<file path="src/mrd_pkg.sv">
package mrd_pkg;
	// Command and address pins sampled together
	typedef struct packed {
		logic cs_n;
		logic act_n;
		logic ras_n;
		logic cas_n;
		logic we_n;
		logic [1:0] bg;
		logic [1:0] ba;
		logic [17:0] a;
	} mrd_cmd_t;

	typedef struct packed {
		logic out_off;
		logic strobe_term;
		logic [2:0] nom_term;
		logic write_level;
		logic [2:0] rx_eq;
		logic [1:0] added_lat;
		logic [1:0] drive;
		logic dll_en;
	} mrd_fields_t;

	typedef enum logic [1:0] {
		MRD_LK_OFF = 2'h0,
		MRD_LK_RUN = 2'h1,
		MRD_LK_DONE = 2'h3
	} mrd_lock_t;

	localparam int MRD_REG_W = 22;
	localparam int MRD_RFU_HI = 21;
	localparam int MRD_RFU_LO = 17;
	localparam int MRD_SEL_HI = 20;
	localparam int MRD_SEL_LO = 18;
	localparam int MRD_EQ_HI = 13;
	localparam int MRD_QOFF = 12;
	localparam int MRD_EXTRA_TERMINATION_STROBE = 11;
	localparam int MRD_NOM_HI = 10;
	localparam int MRD_NOM_LO = 8;
	localparam int MRD_WLEV = 7;
	localparam int MRD_EQ_MID = 6;
	localparam int MRD_EQ_LO = 5;
	localparam int MRD_AL_HI = 4;
	localparam int MRD_AL_LO = 3;
	localparam int MRD_DRV_HI = 2;
	localparam int MRD_DRV_LO = 1;
	localparam int MRD_DLL = 0;
	localparam int MRD_DLL_RST = 8;

	localparam logic [2:0] MRD_SEL_ZERO = 3'h0;
	localparam logic [2:0] MRD_SEL_ONE = 3'h1;
	localparam logic [2:0] MRD_SEL_BAD = 3'h7;
	localparam logic [1:0] MRD_AL_OFF = 2'h0;
	localparam logic [1:0] MRD_AL_M1 = 2'h1;
	localparam logic [1:0] MRD_AL_M2 = 2'h2;
	localparam logic [1:0] MRD_DRV_34 = 2'h0;
	localparam logic [1:0] MRD_DRV_48 = 2'h1;
	localparam logic [1:0] MRD_DRV_40 = 2'h2;
	localparam logic [5:0] MRD_ONE = 6'h01;
	localparam logic [5:0] MRD_TWO = 6'h02;
	localparam logic [7:0] MRD_OHM_OFF = 8'h00;

	// Reset value: loop on, all else normal
	localparam mrd_fields_t MRD_FIELDS_RST = '{
		out_off: 1'b0, strobe_term: 1'b0, nom_term: 3'h0, write_level: 1'b0,
		rx_eq: 3'h0, added_lat: 2'h0, drive: 2'h0, dll_en: 1'b1};

	// Lock time in link clock cycles; value is a plain default
	localparam int MRD_LOCK_CK = 768;
	localparam int MRD_LOCK_W = 16;
endpackage

</file>
<file path="src/mrd_lock_timer.sv">
`timescale 1ns/100ps
module mrd_lock_timer #(
	parameter int LOCK_CK = mrd_pkg::MRD_LOCK_CK
) (
	// Clock and reset
	input wire logic clk,
	input wire logic rst,
	// Control
	input wire logic start,
	input wire logic loop_on,
	input wire logic ck_edge,
	// Status
	output mrd_pkg::mrd_lock_t state,
	output logic locked
);
	localparam logic [mrd_pkg::MRD_LOCK_W-1:0] LAST = mrd_pkg::MRD_LOCK_W'(LOCK_CK - 1);

	mrd_pkg::mrd_lock_t state_q;
	logic [mrd_pkg::MRD_LOCK_W-1:0] cnt_q;

	always_ff @(posedge clk or posedge rst) begin
		if (rst) begin
			state_q <= mrd_pkg::MRD_LK_OFF;
		end else if (!loop_on) begin
			state_q <= mrd_pkg::MRD_LK_OFF;
		end else begin
			unique case (state_q)
				mrd_pkg::MRD_LK_OFF: begin
					if (start) begin
						state_q <= mrd_pkg::MRD_LK_RUN;
					end
				end
				mrd_pkg::MRD_LK_RUN: begin
					if (start) begin
						state_q <= mrd_pkg::MRD_LK_RUN;
					end else if (ck_edge && cnt_q == LAST) begin
						state_q <= mrd_pkg::MRD_LK_DONE;
					end
				end
				mrd_pkg::MRD_LK_DONE: begin
					if (start) begin
						state_q <= mrd_pkg::MRD_LK_RUN;
					end
				end
				default: state_q <= mrd_pkg::MRD_LK_OFF;
			endcase
		end
	end

	// Counts link clock edges, restarts on every loop reset
	always_ff @(posedge clk or posedge rst) begin
		if (rst) begin
			cnt_q <= '0;
		end else if (start || state_q != mrd_pkg::MRD_LK_RUN) begin
			cnt_q <= '0;
		end else if (ck_edge) begin
			cnt_q <= cnt_q + 1'b1;
		end
	end

	assign state = state_q;
	assign locked = (state_q == mrd_pkg::MRD_LK_DONE);
endmodule

</file>
<file path="src/mrd_mode_reg_one.sv">
`timescale 1ns/100ps
// Function
// - Auto precharge write delay: recovery plus precharge
// - Mask and CRC on: bad CRC blocks write
// - Read-to-precharge plus precharge gates same-bank activate
// - Loop reset bit clears itself after reset
// - Mode write: select and strobes low, act high, bits from group/bank/address
// - Bits 20:18 select register; 111 unused
// - Bit 12 disables driver and output termination
// - Bit 11 enables extra termination strobe, byte-wide
// - Bits 10:8 decode nominal termination ohms
// - Bits 4:3 added latency; 01 barred gear-down
// - Bits 2:1 decode driver strength ohms
// - Bit 0 enables delay-locked loop
// - Loop off in self refresh, back after
// - Writes need loop only with write termination
module mrd_mode_reg_one #(
	parameter int LOCK_CK = mrd_pkg::MRD_LOCK_CK,
	parameter bit BYTE_WIDE = 1'b1
) (
	// Clocks and reset
	input wire logic CLK_SYS,
	input wire logic RST,
	input wire logic CK,
	// Command pins
	input wire logic CS_N,
	input wire logic ACT_N,
	input wire logic RAS_N,
	input wire logic CAS_N,
	input wire logic WE_N,
	input wire logic [1:0] BG,
	input wire logic [1:0] BA,
	input wire logic [17:0] A,
	// Device state from neighbouring logic
	input wire logic SELF_REFRESH,
	input wire logic GEAR_DOWN,
	input wire logic [5:0] COLUMN_LATENCY,
	input wire logic [5:0] WRITE_RECOVERY_CYCLES,
	input wire logic [5:0] READ_TO_PRECHARGE_CYCLES,
	input wire logic [5:0] PRECHARGE_PERIOD,
	input wire logic WRITE_TERMINATION_EN,
	// Write path
	input wire logic WRITE_BYTE_MASK_EN,
	input wire logic WRITE_CRC_EN,
	input wire logic WR_DATA_VALID,
	input wire logic WR_CRC_ERR,
	output logic ARRAY_WRITE,
	output logic WRITE_DISCARDED,
	// Timing results
	output logic [6:0] AUTOPRECHARGE_WRITE_DELAY,
	output logic [6:0] ACT_AFTER_READ_DELAY,
	output logic [5:0] ADDED_LATENCY,
	// Decoded mode
	output logic OUTPUT_DRIVE_EN,
	output logic OUTPUT_TERM_EN,
	output logic EXTRA_TERMINATION_STROBE,
	output logic [7:0] NOMINAL_TERMINATION,
	output logic [7:0] DRIVER_STRENGTH,
	output logic WRITE_LEVELING,
	output logic MODE_FAULT,
	// Loop status
	output logic LOOP_ON,
	output logic LOOP_RESET,
	output logic LOOP_LOCKED,
	output logic WRITE_TERM_BLOCKED
);
	// Nominal termination ohms for a code
	function automatic logic [7:0] nom_ohm(input logic [2:0] code);
		unique case (code)
			3'h0: nom_ohm = mrd_pkg::MRD_OHM_OFF;
			3'h1: nom_ohm = 8'h3c;
			3'h2: nom_ohm = 8'h78;
			3'h3: nom_ohm = 8'h28;
			3'h4: nom_ohm = 8'hf0;
			3'h5: nom_ohm = 8'h30;
			3'h6: nom_ohm = 8'h50;
			3'h7: nom_ohm = 8'h22;
		endcase
	endfunction

	// Driver ohms; reserved 11 reads as zero
	function automatic logic [7:0] drv_ohm(input logic [1:0] code);
		unique case (code)
			mrd_pkg::MRD_DRV_34: drv_ohm = 8'h22;
			mrd_pkg::MRD_DRV_48: drv_ohm = 8'h30;
			mrd_pkg::MRD_DRV_40: drv_ohm = 8'h28;
			default: drv_ohm = mrd_pkg::MRD_OHM_OFF;
		endcase
	endfunction

	// Two-flop synchronisers for all pins
	mrd_pkg::mrd_cmd_t pin_raw, pin_s1_q, pin_s2_q, cmd_q;
	logic ck_s1_q, ck_s2_q, ck_s3_q, ck_rise;
	assign pin_raw = '{cs_n: CS_N, act_n: ACT_N, ras_n: RAS_N, cas_n: CAS_N, we_n: WE_N,
		bg: BG, ba: BA, a: A};

	always_ff @(posedge CLK_SYS or posedge RST) begin
		if (RST) begin
			pin_s1_q <= '1;
			pin_s2_q <= '1;
			ck_s1_q <= 1'b0;
			ck_s2_q <= 1'b0;
			ck_s3_q <= 1'b0;
		end else begin
			pin_s1_q <= pin_raw;
			pin_s2_q <= pin_s1_q;
			ck_s1_q <= CK;
			ck_s2_q <= ck_s1_q;
			ck_s3_q <= ck_s2_q;
		end
	end
	assign ck_rise = ck_s2_q && !ck_s3_q;

	// Command valid for one cycle after each link clock rise
	logic cmd_v_q;
	always_ff @(posedge CLK_SYS or posedge RST) begin
		if (RST) begin
			cmd_q <= '1;
			cmd_v_q <= 1'b0;
		end else begin
			cmd_v_q <= ck_rise;
			if (ck_rise) begin
				cmd_q <= pin_s2_q;
			end
		end
	end

	// Mode write: select, act high, three strobes low
	logic mode_reg_write_cmd, mrs_one, mrs_zero;
	logic [mrd_pkg::MRD_REG_W-1:0] word;
	logic [2:0] sel;
	assign mode_reg_write_cmd = cmd_v_q && !cmd_q.cs_n && cmd_q.act_n && !cmd_q.ras_n && !cmd_q.cas_n
		&& !cmd_q.we_n;
	assign word = {cmd_q.bg, cmd_q.ba, cmd_q.a};
	assign sel = word[mrd_pkg::MRD_SEL_HI:mrd_pkg::MRD_SEL_LO];
	assign mrs_one = mode_reg_write_cmd && sel == mrd_pkg::MRD_SEL_ONE;
	assign mrs_zero = mode_reg_write_cmd && sel == mrd_pkg::MRD_SEL_ZERO;

	// Mode register one; bits 16:14 are not pinned and not kept
	mrd_pkg::mrd_fields_t f_q;
	always_ff @(posedge CLK_SYS or posedge RST) begin
		if (RST) begin
			f_q <= mrd_pkg::MRD_FIELDS_RST;
		end else if (mrs_one) begin
			f_q.out_off <= word[mrd_pkg::MRD_QOFF];
			f_q.strobe_term <= word[mrd_pkg::MRD_EXTRA_TERMINATION_STROBE];
			f_q.nom_term <= word[mrd_pkg::MRD_NOM_HI:mrd_pkg::MRD_NOM_LO];
			f_q.write_level <= word[mrd_pkg::MRD_WLEV];
			f_q.rx_eq <= {word[mrd_pkg::MRD_EQ_HI], word[mrd_pkg::MRD_EQ_MID],
				word[mrd_pkg::MRD_EQ_LO]};
			f_q.added_lat <= word[mrd_pkg::MRD_AL_HI:mrd_pkg::MRD_AL_LO];
			f_q.drive <= word[mrd_pkg::MRD_DRV_HI:mrd_pkg::MRD_DRV_LO];
			f_q.dll_en <= word[mrd_pkg::MRD_DLL];
		end
	end

	// Reserved bits and illegal select are flagged, not obeyed
	logic fault_q;
	always_ff @(posedge CLK_SYS or posedge RST) begin
		if (RST) begin
			fault_q <= 1'b0;
		end else if (mode_reg_write_cmd) begin
			fault_q <= sel == mrd_pkg::MRD_SEL_BAD
				|| (mrs_one && (word[mrd_pkg::MRD_RFU_HI] || word[mrd_pkg::MRD_RFU_LO]
				|| word[mrd_pkg::MRD_EQ_HI] || word[mrd_pkg::MRD_EQ_MID]
				|| word[mrd_pkg::MRD_EQ_LO]));
		end
	end

	// Loop reset bit: set by mode write zero, cleared next cycle
	logic loop_rst_q, loop_on;
	always_ff @(posedge CLK_SYS or posedge RST) begin
		if (RST) begin
			loop_rst_q <= 1'b0;
		end else begin
			loop_rst_q <= mrs_zero && word[mrd_pkg::MRD_DLL_RST];
		end
	end

	// Self refresh stops the loop; lock restarts when it ends
	logic sr_q, sr_exit;
	always_ff @(posedge CLK_SYS or posedge RST) begin
		if (RST) begin
			sr_q <= 1'b0;
		end else begin
			sr_q <= SELF_REFRESH;
		end
	end
	assign sr_exit = sr_q && !SELF_REFRESH;
	assign loop_on = f_q.dll_en && !SELF_REFRESH;

	mrd_pkg::mrd_lock_t lk_state;
	logic locked;
	mrd_lock_timer #(.LOCK_CK(LOCK_CK)) u_lock (
		.clk(CLK_SYS),
		.rst(RST),
		.start(loop_rst_q || (sr_exit && f_q.dll_en)),
		.loop_on(loop_on),
		.ck_edge(ck_rise),
		.state(lk_state),
		.locked(locked)
	);

	// Write path: mask with CRC stores only after a clean check
	logic block;
	assign block = WRITE_BYTE_MASK_EN && WRITE_CRC_EN && WR_CRC_ERR;
	always_ff @(posedge CLK_SYS or posedge RST) begin
		if (RST) begin
			ARRAY_WRITE <= 1'b0;
			WRITE_DISCARDED <= 1'b0;
		end else begin
			ARRAY_WRITE <= WR_DATA_VALID && !block;
			WRITE_DISCARDED <= WR_DATA_VALID && block;
		end
	end

	// Delays; 7 bits hold any sum of two 6-bit counts
	always_ff @(posedge CLK_SYS or posedge RST) begin
		if (RST) begin
			AUTOPRECHARGE_WRITE_DELAY <= '0;
			ACT_AFTER_READ_DELAY <= '0;
		end else begin
			AUTOPRECHARGE_WRITE_DELAY <= {1'b0, WRITE_RECOVERY_CYCLES}
				+ {1'b0, PRECHARGE_PERIOD};
			ACT_AFTER_READ_DELAY <= {1'b0, READ_TO_PRECHARGE_CYCLES}
				+ {1'b0, PRECHARGE_PERIOD};
		end
	end

	// Added latency; reserved code gives none
	always_ff @(posedge CLK_SYS or posedge RST) begin
		if (RST) begin
			ADDED_LATENCY <= '0;
		end else begin
			unique case (f_q.added_lat)
				mrd_pkg::MRD_AL_M1: ADDED_LATENCY <= COLUMN_LATENCY - mrd_pkg::MRD_ONE;
				mrd_pkg::MRD_AL_M2: ADDED_LATENCY <= COLUMN_LATENCY - mrd_pkg::MRD_TWO;
				default: ADDED_LATENCY <= '0;
			endcase
		end
	end

	// Decoded outputs, registered
	always_ff @(posedge CLK_SYS or posedge RST) begin
		if (RST) begin
			OUTPUT_DRIVE_EN <= 1'b1;
			OUTPUT_TERM_EN <= 1'b1;
			EXTRA_TERMINATION_STROBE <= 1'b0;
			NOMINAL_TERMINATION <= mrd_pkg::MRD_OHM_OFF;
			DRIVER_STRENGTH <= mrd_pkg::MRD_OHM_OFF;
			WRITE_LEVELING <= 1'b0;
			MODE_FAULT <= 1'b0;
			WRITE_TERM_BLOCKED <= 1'b0;
		end else begin
			OUTPUT_DRIVE_EN <= !f_q.out_off;
			OUTPUT_TERM_EN <= !f_q.out_off;
			EXTRA_TERMINATION_STROBE <= f_q.strobe_term && BYTE_WIDE;
			NOMINAL_TERMINATION <= nom_ohm(f_q.nom_term);
			DRIVER_STRENGTH <= drv_ohm(f_q.drive);
			WRITE_LEVELING <= f_q.write_level;
			// Gear-down with minus-one latency is a mode fault
			MODE_FAULT <= fault_q || (GEAR_DOWN && f_q.added_lat == mrd_pkg::MRD_AL_M1);
			// Writes proceed without lock unless write termination is on
			WRITE_TERM_BLOCKED <= WRITE_TERMINATION_EN && !locked;
		end
	end

	assign LOOP_ON = loop_on;
	assign LOOP_RESET = loop_rst_q;
	assign LOOP_LOCKED = locked && lk_state == mrd_pkg::MRD_LK_DONE;
endmodule

</file>
<file path="config.mk">
export PLATFORM = sky130hd
export DESIGN_NAME = mrd_mode_reg_one
export DESIGN_NICKNAME = d
export VERILOG_FILES = /design/src/mrd_pkg.sv /design/src/mrd_lock_timer.sv /design/src/mrd_mode_reg_one.sv
export SDC_FILE = /design/constraint.sdc
export NUM_CORES = 1
export LEC_CHECK = 0
export ABC_AREA = 1
export BUFFER_PORTS_ARGS = -buffer_cell sky130_fd_sc_hd__clkbuf_2
export CORE_ASPECT_RATIO = 0.7
export CORE_MARGIN = 3
export CORE_UTILIZATION = 45
export CTS_CLUSTER_SIZE = 12
export DETAILED_ROUTE_END_ITERATION = 10
export GPL_ROUTABILITY_DRIVEN = 0
export HOLD_SLACK_MARGIN = 0.06
export PLACE_DENSITY = 0.67
export SETUP_SLACK_MARGIN = 0.3
export SLEW_MARGIN = 20
export SYNTH_ARGS = -nofsm -noshare
export SYNTH_HDL_FRONTEND = slang
export SYNTH_SLANG_ARGS = --single-unit
</file>
<file path="constraint.sdc">
create_clock -name CLK_SYS -period 5.5 [get_ports CLK_SYS]
set_clock_uncertainty 0.1 [all_clocks]
set_input_delay 1.1 -clock CLK_SYS [delete_from_list [all_inputs] [get_ports CLK_SYS]]
set_output_delay 1.1 -clock CLK_SYS [all_outputs]
set_load 0.01 [all_outputs]
</file>
# --- Word-level counts from Yosys, hierarchy flattened ---
# Memories as Yosys holds them, arrays and structs flattened. A register that Yosys moved wholly into a read port is not among the register bits.
# Cells that the tools add are included.
classes:
  reduce_logical: 43
  n_mux: 9
  eq_ne: 12
  add_sub_neg: 5
ops:
  columns: ["operator", "count"]
  rows:
  - ["$mux W16", 2]
  - ["$logic_and A1 B1 Y1", 20]
  - ["$pmux W6 S3", 1]
  - ["$add A16 B1 Y16 const B", 1]
  - ["$eq A16 B10 Y1 const B", 1]
  - ["$add A6 B6 Y7", 2]
  - ["$pmux W6 S2", 1]
  - ["$logic_not A1 Y1", 9]
  - ["$logic_or A1 B1 Y1", 8]
  - ["$mux W2", 4]
  - ["$eq A2 B1 Y1 const B", 3]
  - ["$eq A2 B2 Y1 const B", 3]
  - ["$sub A6 B1 Y6 const B", 1]
  - ["$sub A6 B2 Y6 const B", 1]
  - ["$logic_not A2 Y1", 2]
  - ["$ne A4 B3 Y1 const B", 1]
  - ["$pmux W2 S2", 1]
  - ["$eq A3 B1 Y1 const B", 1]
  - ["$eq A3 B3 Y1 const B", 1]
  - ["$logic_not A3 Y1", 1]
  - ["$ne A3 B2 Y1 const B", 1]
  - ["$ne A2 B1 Y1 const B", 1]
  - ["$reduce_and A2 Y1", 1]
  - ["$reduce_bool A2 Y1", 1]
  - ["$reduce_or A2 Y1", 1]
totals:
  word_cells: 122
  register_bits: 160
  rom_bits: 56
  out_inout_bits: 47
  in_bits: 61
  n_memories: 1
mem_list:
  columns: ["name", "words", "word_bits", "rd", "rd_clocked_by_memory_dff", "wr", "line_no", "source"]
  rows:
  - ["(no name shown)", 8, 7, 1, 1, 0, "mrd_mode_reg_one.sv:69", "unique case (code)"]

# --- Logic depth before layout (Yosys ltp) ---
# Gate-level depths: netlist of the first run.
logic_depth:
  word_depth: 9
  mapped_depth: 10
  depth_no_buf: 10

# --- Cells and area by module ---
# A second synthesis of the first run with hierarchy kept.
hier_totals:
  cells_unflattened: 566
  area_unflattened_um2: 5941.9
modules_own_cells:
  columns: ["mod", "area_each_um2", "cells_per_inst", "seq_area_each_um2", "instances"]
  rows:
  - ["mrd_mode_reg_one", 4882.2, 419, 3295.7, 1]
  - ["mrd_lock_timer", 1059.8, 147, 450.4, 1]

# --- Worst setup path before layout of the first run ---
# No wires, ideal clock.
synth_timing:
  path_kind: "input -> output"
  start: "input port SELF_REFRESH"
  end: "output port LOOP_ON"
  arrival_time_ns: 1.298
  path_stages: 1
  path_slack_ns: 3.002
  path_buffers: 0
  path_cell_list: "nor2_2"
synth_via:
  elab_chain_len: 2
synth_lines:
  columns: ["item", "line_no", "source"]
  rows:
  - ["start, declared", "mrd_mode_reg_one.sv:35", "input wire logic SELF_REFRESH,"]
  - ["$logic_not A1 Y1", "mrd_mode_reg_one.sv:190", "assign loop_on = f_q.dll_en && !SELF_REFRESH;"]
  - ["$logic_and A1 B1 Y1", "mrd_mode_reg_one.sv:190", null]
  - ["end, declared", "mrd_mode_reg_one.sv:62", "output logic LOOP_ON,"]
# Every way passes these cells.

# --- Worst setup path after layout of the first run ---
# Ends and elaborated chain as after synthesis.

==> results of run 1 <==
==> worst paths after layout <==
check,end,slack [ns],depth (start not counted)
hold / removal,ck_s2_q,0.25,0
setup / recovery,LOOP_ON,2.73,3
min in group asynchronous,AUTOPRECHARGE_WRITE_DELAY[0],0.74,2
max in group asynchronous,pin_s1_q[11],3.44,3
hold reg to reg,ck_s2_q,0.25,0
setup reg to reg,u_lock.state[0],3.31,10
==> routing by layer <==
metal	track usage, %	up-vias	wire [um]
li1	-	1949	-
met2	24.6	113	4940
met5	0	-	0
met4	4.67	0	76
met1	21.8	1887	5160
met3	5.99	6	743
==> final cells by class <==
class / count / area, um^2 / share of cell area (%)
Inverter: 68 / 260 / 3.68
Timing Repair Buffer: 100 / 503 / 7.12
Sequential cell: 146 / 3750 / 53.0
Tap cell: 162 / 203 / 2.87
Multi-Input combinational cell: 326 / 1780 / 25.1
Clock buffer: 21 / 493 / 6.97
Clock inverter: 11 / 88.8 / 1.26
==> power breakdown <==
part / switching (W) / internal, W
clock network: 0.000459 / 0.000651
logic: 0.000180 / 0.000114
registers: 0.0000450 / 0.00121
total: 0.000684 / 0.00198
==> per-stage QoR <==
stage               instances  setup slack, ns  hold slack, ns  power (W)
finish                    834             2.73           0.251    0.00266
global route              834             2.68           0.259    0.00279
CTS                       834             2.72           0.256    0.00268
detailed placement        802             2.73           0.243    0.00157
global placement          802             2.76           0.235    0.00155
floorplan                 554            0.499           0.231    0.00145
==> worst register-to-register path, delay by kind of cell (launching register included) <==
kind	cells	cell delay [ns]
buffers and inverters	2	0.67
AND/OR/NAND/NOR	8	0.97
flip-flops	1	0.36
==> placed cells by master (no fill, tap or decap), types with 3 or more instances in the layout <==
cell	synthesis	routed
a21o_1	3	3
a21oi_1	27	27
a31oi_1	3	3
clkbuf_16	0	19
clkbuf_2	0	99
clkinv_4	0	3
conb_1	1	5
dfrtp_1	72	72
dfstp_2	74	74
ha_1	26	26
inv_1	67	66
inv_6	0	5
nand2_1	116	116
nand3_1	17	17
nand3_2	3	3
nand4_1	10	10
nor2_1	55	55
nor3_1	8	8
nor3_2	3	3
o21ai_0	17	17
o21ai_1	5	5
o21bai_1	3	3
xnor2_1	3	3
xor2_1	5	5
==> cell usage after synthesis, drive strengths merged, types with 3 or more instances <==
cell    count  area [um^2]
inv        68          255
o21bai      3         22.5
o21ai      22          110
dfrtp      72         1800
nand3      20          115
a21oi      27          135
ha         26          325
nand4      10         62.6
a31oi       3         18.8
buf        13         86.3
a21o        3         22.5
dfstp      74         1940
nand2     118          448
nor3       11         70.1
xor2        5         43.8
nor2       59          241
xnor2       3         26.3
==> registers in the layout, indices dropped and copies added (netlist names), 2 cells and up <==
signal,count
cmd_q,24
pin_s1_q,24
pin_s2_q,24
u_lock.cnt_q,16
f_q,11
ACT_AFTER_READ_DELAY,7
AUTOPRECHARGE_WRITE_DELAY,7
NOMINAL_TERMINATION,7
ADDED_LATENCY,6
DRIVER_STRENGTH,4
u_lock.state,2
==> kinds of logic after synthesis <==
kind of cell,synth area share (%)
buffers and inverters,5.90
flip-flops,64.0
other,0.0641
adder cells (fa/ha/maj),6.24
AO/OA/AOI/OAI,6.12
XOR/XNOR,1.20
AND/OR/NAND/NOR,16.5
==> impl_metrics.py, run 1 <==
metrics = {
    "status": {
        "outcome": "complete, no violations",
    },
    "timing": {
        "finalSetupTns_ns": 0,
        "maxSlewViolCount": 0,
        "rsz0062_at_grt": "false",
        "period_share_pct": 50.3,
        "fmax_mhz": 362,
        "setup_viol": 0,
        "worstMarginPinSlew_ns": 0.855,
        "period_minus_slack_ns": 2.77,
        "final-hold-violation-count": 0,
        "relSlewSlack_pct": 43.0,
    },
    "clock_tree": {
        "cts_num_sinks": 146,
        "htree_levels": 4,
        "cts_tree": "built",
        "clock_latency_ns": 0.42,
        "cts_buffers": 17,
        "cts_root_buf": "clkbuf_16",
        "post-cts-setup-buffer-count": 0,
        "ctsResizeCount": 0,
        "clk_pin_slew_ns": 0.06,
        "holdBufCountCts": 0,
        "cts_buffer_depth": 2,
    },
    "grt": {
        "grt_max_degree": 99,
        "grt_pass1_wl_um": 18300,
        "antenna_found_initial": 0,
        "grtUsageTotal_pct": 16.1,
        "grt_pass1_vias": 3945,
        "overflow": 0,
    },
    "final_layout": {
        "drive_gt1_share_pct": 33.2,
        "fin_nets": 748,
        "fin_area_um2": 7070,
        "fillers": 1063,
        "syn2layout_area_growth_pct": 20.8,
        "insertedDiodeCount": 0,
        "final_util_pct": 56.3,
    },
    "routing": {
        "drt_wl_total_um": 10900,
        "drc": 0,
        "routedWlPerCell_um": 13.1,
        "via_count": 3955,
        "vias_per_cell": 4.74,
        "drt_iter0_drc": 187,
        "dr.pass1.iters": 5,
        "antenna_left": 0,
    },
    "pwr": {
        "powerDensity_nw_per_um2": 376,
        "peakVddDrop_mv": 0.239,
        "cellLeakagePower_nw": 3.50,
    },
    "setup_path": {
        "crit_type": "input pin to output pin",
        "crit_path_max_fanout": 5,
        "r2r_start": "ck_s3_q",
        "end_kind": "output pin",
        "path_cells": "clkbuf_2, nor2_2, clkbuf_2",
        "crit_slowest_cell": "nor2_2",
        "startpoint_type": "input pin",
        "startpoint": "SELF_REFRESH",
        "critPathBufInv": 2,
        "worstPathArrival_ns": 1.57,
        "crit_top_cell": "clkbuf_2",
        "required_ns": 4.30,
        "crit_family": "buffers and inverters",
        "slowest_delay_ns": 0.20,
    },
    "floorplanning": {
        "num_io_pins": 108,
        "die_w_um": 142,
        "core_um2": 12500,
        "die_area_um2": 14400,
        "start_util_pct": 46.6,
        "rows": 34,
        "die_h_um": 101,
    },
    "place": {
        "placed_cell_area_um2": 6490,
        "numPortBuffers": 99,
        "dp_hpwl_um": 7490,
    },
    "logic_synthesis": {
        "ys_types": 37,
        "synthFlopType": "dfstp_2",
        "ys_seq_area_share_pct": 64.0,
        "ys_seq_elements": 146,
        "async_reset_ff_share_pct": 100,
        "yosysWarnings": 0,
        "netlist_instances": 550,
        "synth-edff-count": 0,
        "avgSynthCellArea_um2": 10.6,
        "synth_area_um2": 5850,
    },
    "run": {
        "cap_viol_max_count": 0,
    },
    "worst_hold_path": {
        "hold_path.class": "flip-flop to flip-flop",
        "hp-start": "ck_s1_q",
    },
}
(Power assumes the default switching activity.)
==> run 2: changes to the inputs <==
clock period = 2.8 ns   (was 5.5 ns; I/O delays follow)
==> impl_metrics.py, run 2 (synthesized netlist as in run 1, its figures left out) <==
metrics = {
    "status": {
        "outcome": "complete, no violations",
    },
    "timing": {
        "period_share_pct": 71.0,
        "relSlewSlack_pct": 52.4,
        "finalSetupTns_ns": 0,
        "setup_viol": 0,
        "fmax_mhz": 503,
        "final-hold-violation-count": 0,
        "period_minus_slack_ns": 1.99,
        "maxSlewViolCount": 0,
        "worstMarginPinSlew_ns": 0.714,
        "setup_ws_ns": 0.811,
        "rsz0062_at_grt": "false",
    },
    "clock_tree": {
        "cts_buffer_depth": 2,
        "cts_num_sinks": 146,
        "clock_latency_ns": 0.41,
        "cts_root_buf": "clkbuf_16",
        "post-cts-setup-buffer-count": 0,
        "clk_pin_slew_ns": 0.06,
        "cts_tree": "built",
        "holdBufCountCts": 0,
        "htree_levels": 4,
        "ctsResizeCount": 0,
        "cts_buffers": 17,
    },
    "floorplanning": {
        "die_w_um": 142,
        "start_util_pct": 46.6,
        "rows": 34,
        "core_um2": 12500,
        "die_area_um2": 14400,
        "num_io_pins": 108,
        "die_h_um": 101,
    },
    "grt": {
        "grt_max_degree": 147,
        "grt_pass1_vias": 3940,
        "antenna_found_initial": 0,
        "grt_pass1_wl_um": 17900,
        "overflow": 0,
        "grtUsageTotal_pct": 15.7,
    },
    "setup_path": {
        "crit_type": "flip-flop to output pin",
        "worstPathArrival_ns": 1.33,
        "crit_path_max_fanout": 5,
        "end_kind": "output pin",
        "required_ns": 2.14,
        "startpoint_type": "flip-flop",
    },
    "pwr": {
        "cellLeakagePower_nw": 3.53,
        "powerDensity_nw_per_um2": 747,
        "peakVddDrop_mv": 0.586,
    },
    "final_layout": {
        "syn2layout_area_growth_pct": 21.8,
        "drive_gt1_share_pct": 33.4,
        "fillers": 1053,
        "fin_nets": 750,
        "top_regs": "cmd_q (24), pin_s1_q (24), pin_s2_q (24)",
        "insertedDiodeCount": 0,
        "final_cell_mix": "116 x nand2_1, 99 x clkbuf_2, 74 x dfstp_2",
        "mostFrequentLayoutCell": "nand2_1",
    },
    "worst_hold_path": {
        "hold_path.class": "input pin to flip-flop",
    },
    "place": {
        "numPortBuffers": 99,
        "dp_hpwl_um": 7520,
        "dp_slack_ns": 0.735,
    },
    "run": {
        "cap_viol_max_count": 0,
    },
    "routing": {
        "drt_iter0_drc": 268,
        "drt_wl_total_um": 10600,
        "via_count": 3904,
        "routedWlPerCell_um": 12.7,
        "drc": 0,
        "antenna_left": 0,
        "dr.pass1.iters": 4,
        "vias_per_cell": 4.67,
    },
}
[run 2: cell types whose count changed in the layout (fill, tap and decap cells not counted)]
| cell | change |
|---|---|
| inv_6 | -2 |
| clkinv_4 | +1 |
| clkbuf_16 | -1 |
| inv_4 | -2 |
| inv_8 | +1 |
| clkinv_2 | +1 |
| buf_12 | +1 |
| buf_4 | +1 |
| bufinv_16 | +2 |
[run 2: area by class of cell]
| cell class | instances | area (um^2) | share of cell area, % |
|---|---|---|---|
| Clock buffer | 20 | 468 | 6.57 |
| Clock inverter | 12 | 145 | 2.04 |
| Inverter | 68 | 259 | 3.63 |
| Multi-Input combinational cell | 326 | 1780 | 24.9 |
| Sequential cell | 146 | 3750 | 52.6 |
| Tap cell | 162 | 203 | 2.84 |
| Timing Repair Buffer | 102 | 531 | 7.44 |
[run 2: critical path, stage by stage, from the launching register on]
cell      delay [ns]
dfstp_2         0.51
inv_1           0.05
nor2_2          0.19
clkbuf_2        0.18
[run 2: routing by layer]
| metal | routed length [um] | global-route usage [%] | vias up |
|---|---|---|---|
| li1 | - | - | 1957 |
| met1 | 4990 | 20.9 | 1822 |
| met4 | 121 | 5.41 | 0 |
| met5 | 0 | 0 | - |
| met2 | 4700 | 24.3 | 112 |
| met3 | 764 | 5.14 | 13 |
[run 2: worst paths after layout]
check	start	to	slack [ns]	depth (start not counted)
worst max-delay path	f_q[0]	LOOP_ON	0.81	3
worst min-delay path	A[9]	pin_s1_q[9]	0.13	1
worst max register to register	u_lock.state[1]	u_lock.cnt_q[4]	1.13	6
worst min register to register	pin_s1_q[18]	pin_s2_q[18]	0.25	0
max in group asynchronous	RST	LOOP_RESET	1.82	3
min in group asynchronous	RST	ARRAY_WRITE	0.26	3
[run 2: metrics by stage]
step | hold WS [ns] | util, % | total power [W] | area, um^2 | cells
5_1_grt | 0.105 | 56.8 | 0.00558 | 7130 | 836
6_report | 0.127 | 56.8 | 0.00532 | 7130 | 836
2_1_floorplan | 0.231 | - | 0.00285 | 5870 | 554
3_5_place_dp | 0.244 | 51.9 | 0.00308 | 6510 | 804
3_3_place_gp | 0.239 | 51.9 | 0.00306 | 6510 | 804
4_1_cts | 0.110 | 56.8 | 0.00539 | 7130 | 836
[run 2: report_power, final]
group          leakage (nW)  internal, W  switching, W
logic                  1.52     0.000226      0.000347
clock network         0.299      0.00141      0.000876
registers              1.72      0.00238     0.0000851
==> run 3: changes to the inputs <==
ABC_AREA = 0   (was 1)
PLACE_DENSITY = 0.7   (was 0.67)
clock period = 1.65 ns   (was 2.8 ns; I/O delays follow)
==> impl_metrics.py, run 3 <==
metrics = {
    "clock_tree": {
        "clk_pin_slew_ns": 0.06,
        "cts_buffers": 17,
        "clock_latency_ns": 0.42,
        "cts_num_sinks": 146,
        "htree_levels": 4,
        "cts_buffer_depth": 2,
        "cts_tree": "built",
        "cts_root_buf": "clkbuf_16",
    },
    "timing": {
        "rsz0062_at_grt": "true",
        "period_minus_slack_ns": 1.75,
        "setup_viol": 4,
        "setup_ws_ns": -0.102,
        "period_share_pct": 106,
        "final-hold-violation-count": 0,
        "finalSetupTns_ns": -0.149,
        "fmax_mhz": 571,
        "maxSlewViolCount": 0,
    },
    "routing": {
        "topRoutingLayerUsed": "met4",
        "wl_met1_um": 4970,
        "via_count": 3732,
        "drt_iter0_drc": 139,
        "drc": 0,
        "dr.pass1.iters": 6,
        "wl_met3_um": 822,
        "met2_length_um": 6010,
        "drt_wl_total_um": 12000,
        "antenna_left": 0,
        "vias_per_cell": 4.83,
        "routedWlPerCell_um": 15.5,
    },
    "setup_path": {
        "crit_path_max_fanout": 2,
        "crit_family": "simple AND/OR/NAND/NOR gates",
        "startpoint_type": "flip-flop",
        "path_cells": "ha_4, nand4b_4, nor3_4, nand3_2, or4b_1, a31oi_1",
        "slowest_delay_ns": 0.47,
        "required_ns": 1.89,
        "end_kind": "flip-flop",
        "crit_type": "flip-flop to flip-flop",
        "critPathBufInv": 0,
        "crit_slowest_cell": "or4b_1",
        "worstPathArrival_ns": 1.99,
    },
    "grt": {
        "grt_pass1_wl_um": 19800,
        "overflow": 0,
        "grt_max_degree": 51,
        "grt_pass1_vias": 4121,
        "antenna_found_initial": 0,
        "grtUsageTotal_pct": 18.3,
    },
    "final_layout": {
        "top_regs": "cmd_q (24), pin_s1_q (24), pin_s2_q (24)",
        "fin_nets": 692,
        "multi_input_area_um2": 2170,
        "syn2layout_area_growth_pct": 48.6,
        "final_cell_mix": "74 x dfstp_2, 71 x dfrtp_1, 56 x clkbuf_2",
        "seq_area_um2": 3750,
        "drive_gt1_share_pct": 56.7,
        "fillers": 840,
        "insertedDiodeCount": 0,
        "fin_area_um2": 8360,
        "mostFrequentLayoutCell": "dfstp_2",
        "final_util_pct": 69.8,
    },
    "logic_synthesis": {
        "avgSynthCellArea_um2": 14.0,
        "async_reset_ff_share_pct": 100,
        "ys_seq_area_share_pct": 66.5,
        "synthTopCellsByArea": "dfstp_2 35%, dfrtp_1 32%, mux2_2 7.2%",
        "synth_top_cell_area_share_pct": 34.5,
        "synth_common_cells": "74 x dfstp_2, 72 x dfrtp_1, 36 x mux2_2",
        "ys_seq_elements": 146,
        "yosysTopAreaCell": "dfstp_2",
        "synthFlopType": "dfstp_2",
        "ys_types": 48,
        "yosysMostFrequentCell": "dfstp_2",
        "synth_area_um2": 5630,
        "netlist_instances": 402,
        "synth-edff-count": 0,
        "yosysWarnings": 0,
    },
    "floorplanning": {
        "num_io_pins": 108,
        "die_w_um": 140,
        "core_um2": 12000,
        "die_area_um2": 13900,
        "start_util_pct": 47.0,
        "rows": 33,
        "die_h_um": 99.6,
    },
    "status": {
        "failed_checks": "negative setup slack",
        "outcome": "finished, violations left",
    },
    "run": {
        "cap_viol_max_count": 0,
    },
    "place": {
        "numPortBuffers": 99,
        "placed_cell_area_um2": 6690,
        "dp_hpwl_um": 7270,
    },
    "pwr": {
        "power.total_w": 0.00897,
        "powerDensity_nw_per_um2": 1070,
        "peakVddDrop_mv": 0.854,
        "cellLeakagePower_nw": 3.98,
    },
    "worst_hold_path": {
        "hold_path.class": "input pin to flip-flop",
    },
}
==> run 3: metal layers <==
layer / vias to the layer above / GRT usage (%)
li1: 1760 / -
met1: 1854 / 21.9
met2: 102 / 30.7
met3: 16 / 7.16
met4: 0 / 5.88
met5: - / 0
==> run 3: power by group <==
| part | switching, W | internal (W) |
|---|---|---|
| clock network | 0.00164 | 0.00215 |
| registers | 0.000138 | 0.00397 |
| logic | 0.000463 | 0.000612 |
==> run 3: final timing paths <==
path | from | endpoint | slack, ns | cells past startpoint
worst max-delay path | u_lock.cnt_q[1] | u_lock.state[1] | -0.10 | 6
worst min-delay path | GEAR_DOWN | MODE_FAULT | 0.11 | 3
min in group asynchronous | RST | AUTOPRECHARGE_WRITE_DELAY[4] | 0.35 | 3
max in group asynchronous | RST | pin_s1_q[3] | 0.48 | 4
worst max register to register | u_lock.cnt_q[1] | u_lock.state[1] | -0.10 | 6
worst min register to register | pin_s1_q[8] | pin_s2_q[8] | 0.25 | 0
==> run 3: timing repair <==
action                                 CTS  global route
resized for setup                       60            81
setup endpoints to repair               87           104
pin swaps                               24            19
cloned                                   3             0
hold buffers                            35             0
setup buffers                           16             8
endpoints found under the hold margin   39             0
==> run 3: layout make-up <==
cell class / count / area share (%)
flip-flops and latches: 146 / 44.8
repair buffers: 190 / 18.8
clock inverters: 15 / 1.93
multi-input cells: 225 / 25.9
clock buffers: 17 / 5.09
well taps: 157 / 2.35
inverters: 23 / 1.08
==> run 3: kinds of logic (layout without fill, tap and decap cells) <==
kind of cell / Yosys count / after routing / synth area share, %
fa+ha+maj: 28 / 28 / 6.49
simple gates: 98 / 98 / 9.42
xor+xnor: 23 / 23 / 3.58
compound gates: 33 / 33 / 3.58
flops: 146 / 146 / 66.5
other cells: 1 / 5 / 0.0666
mux: 38 / 38 / 7.56
buf+inv: 35 / 245 / 2.76
==> run 3: worst register-to-register path, delay by kind of cell, from the launching register on <==
kind            cells  cell delay (ns)
simple gates        4             0.85
flops               1             0.41
fa+ha+maj           1             0.17
compound gates      1             0.15
==> run 3: metrics by stage <==
stage                     cells  setup WS [ns]  hold WS [ns]
after floorplan             406         -0.553         0.231
after global placement      679         -0.150         0.238
after detailed placement    679         -0.186         0.234
after CTS                   765         -0.104        0.0808
after global routing        773         -0.221        0.0990
final                       773         -0.102         0.112
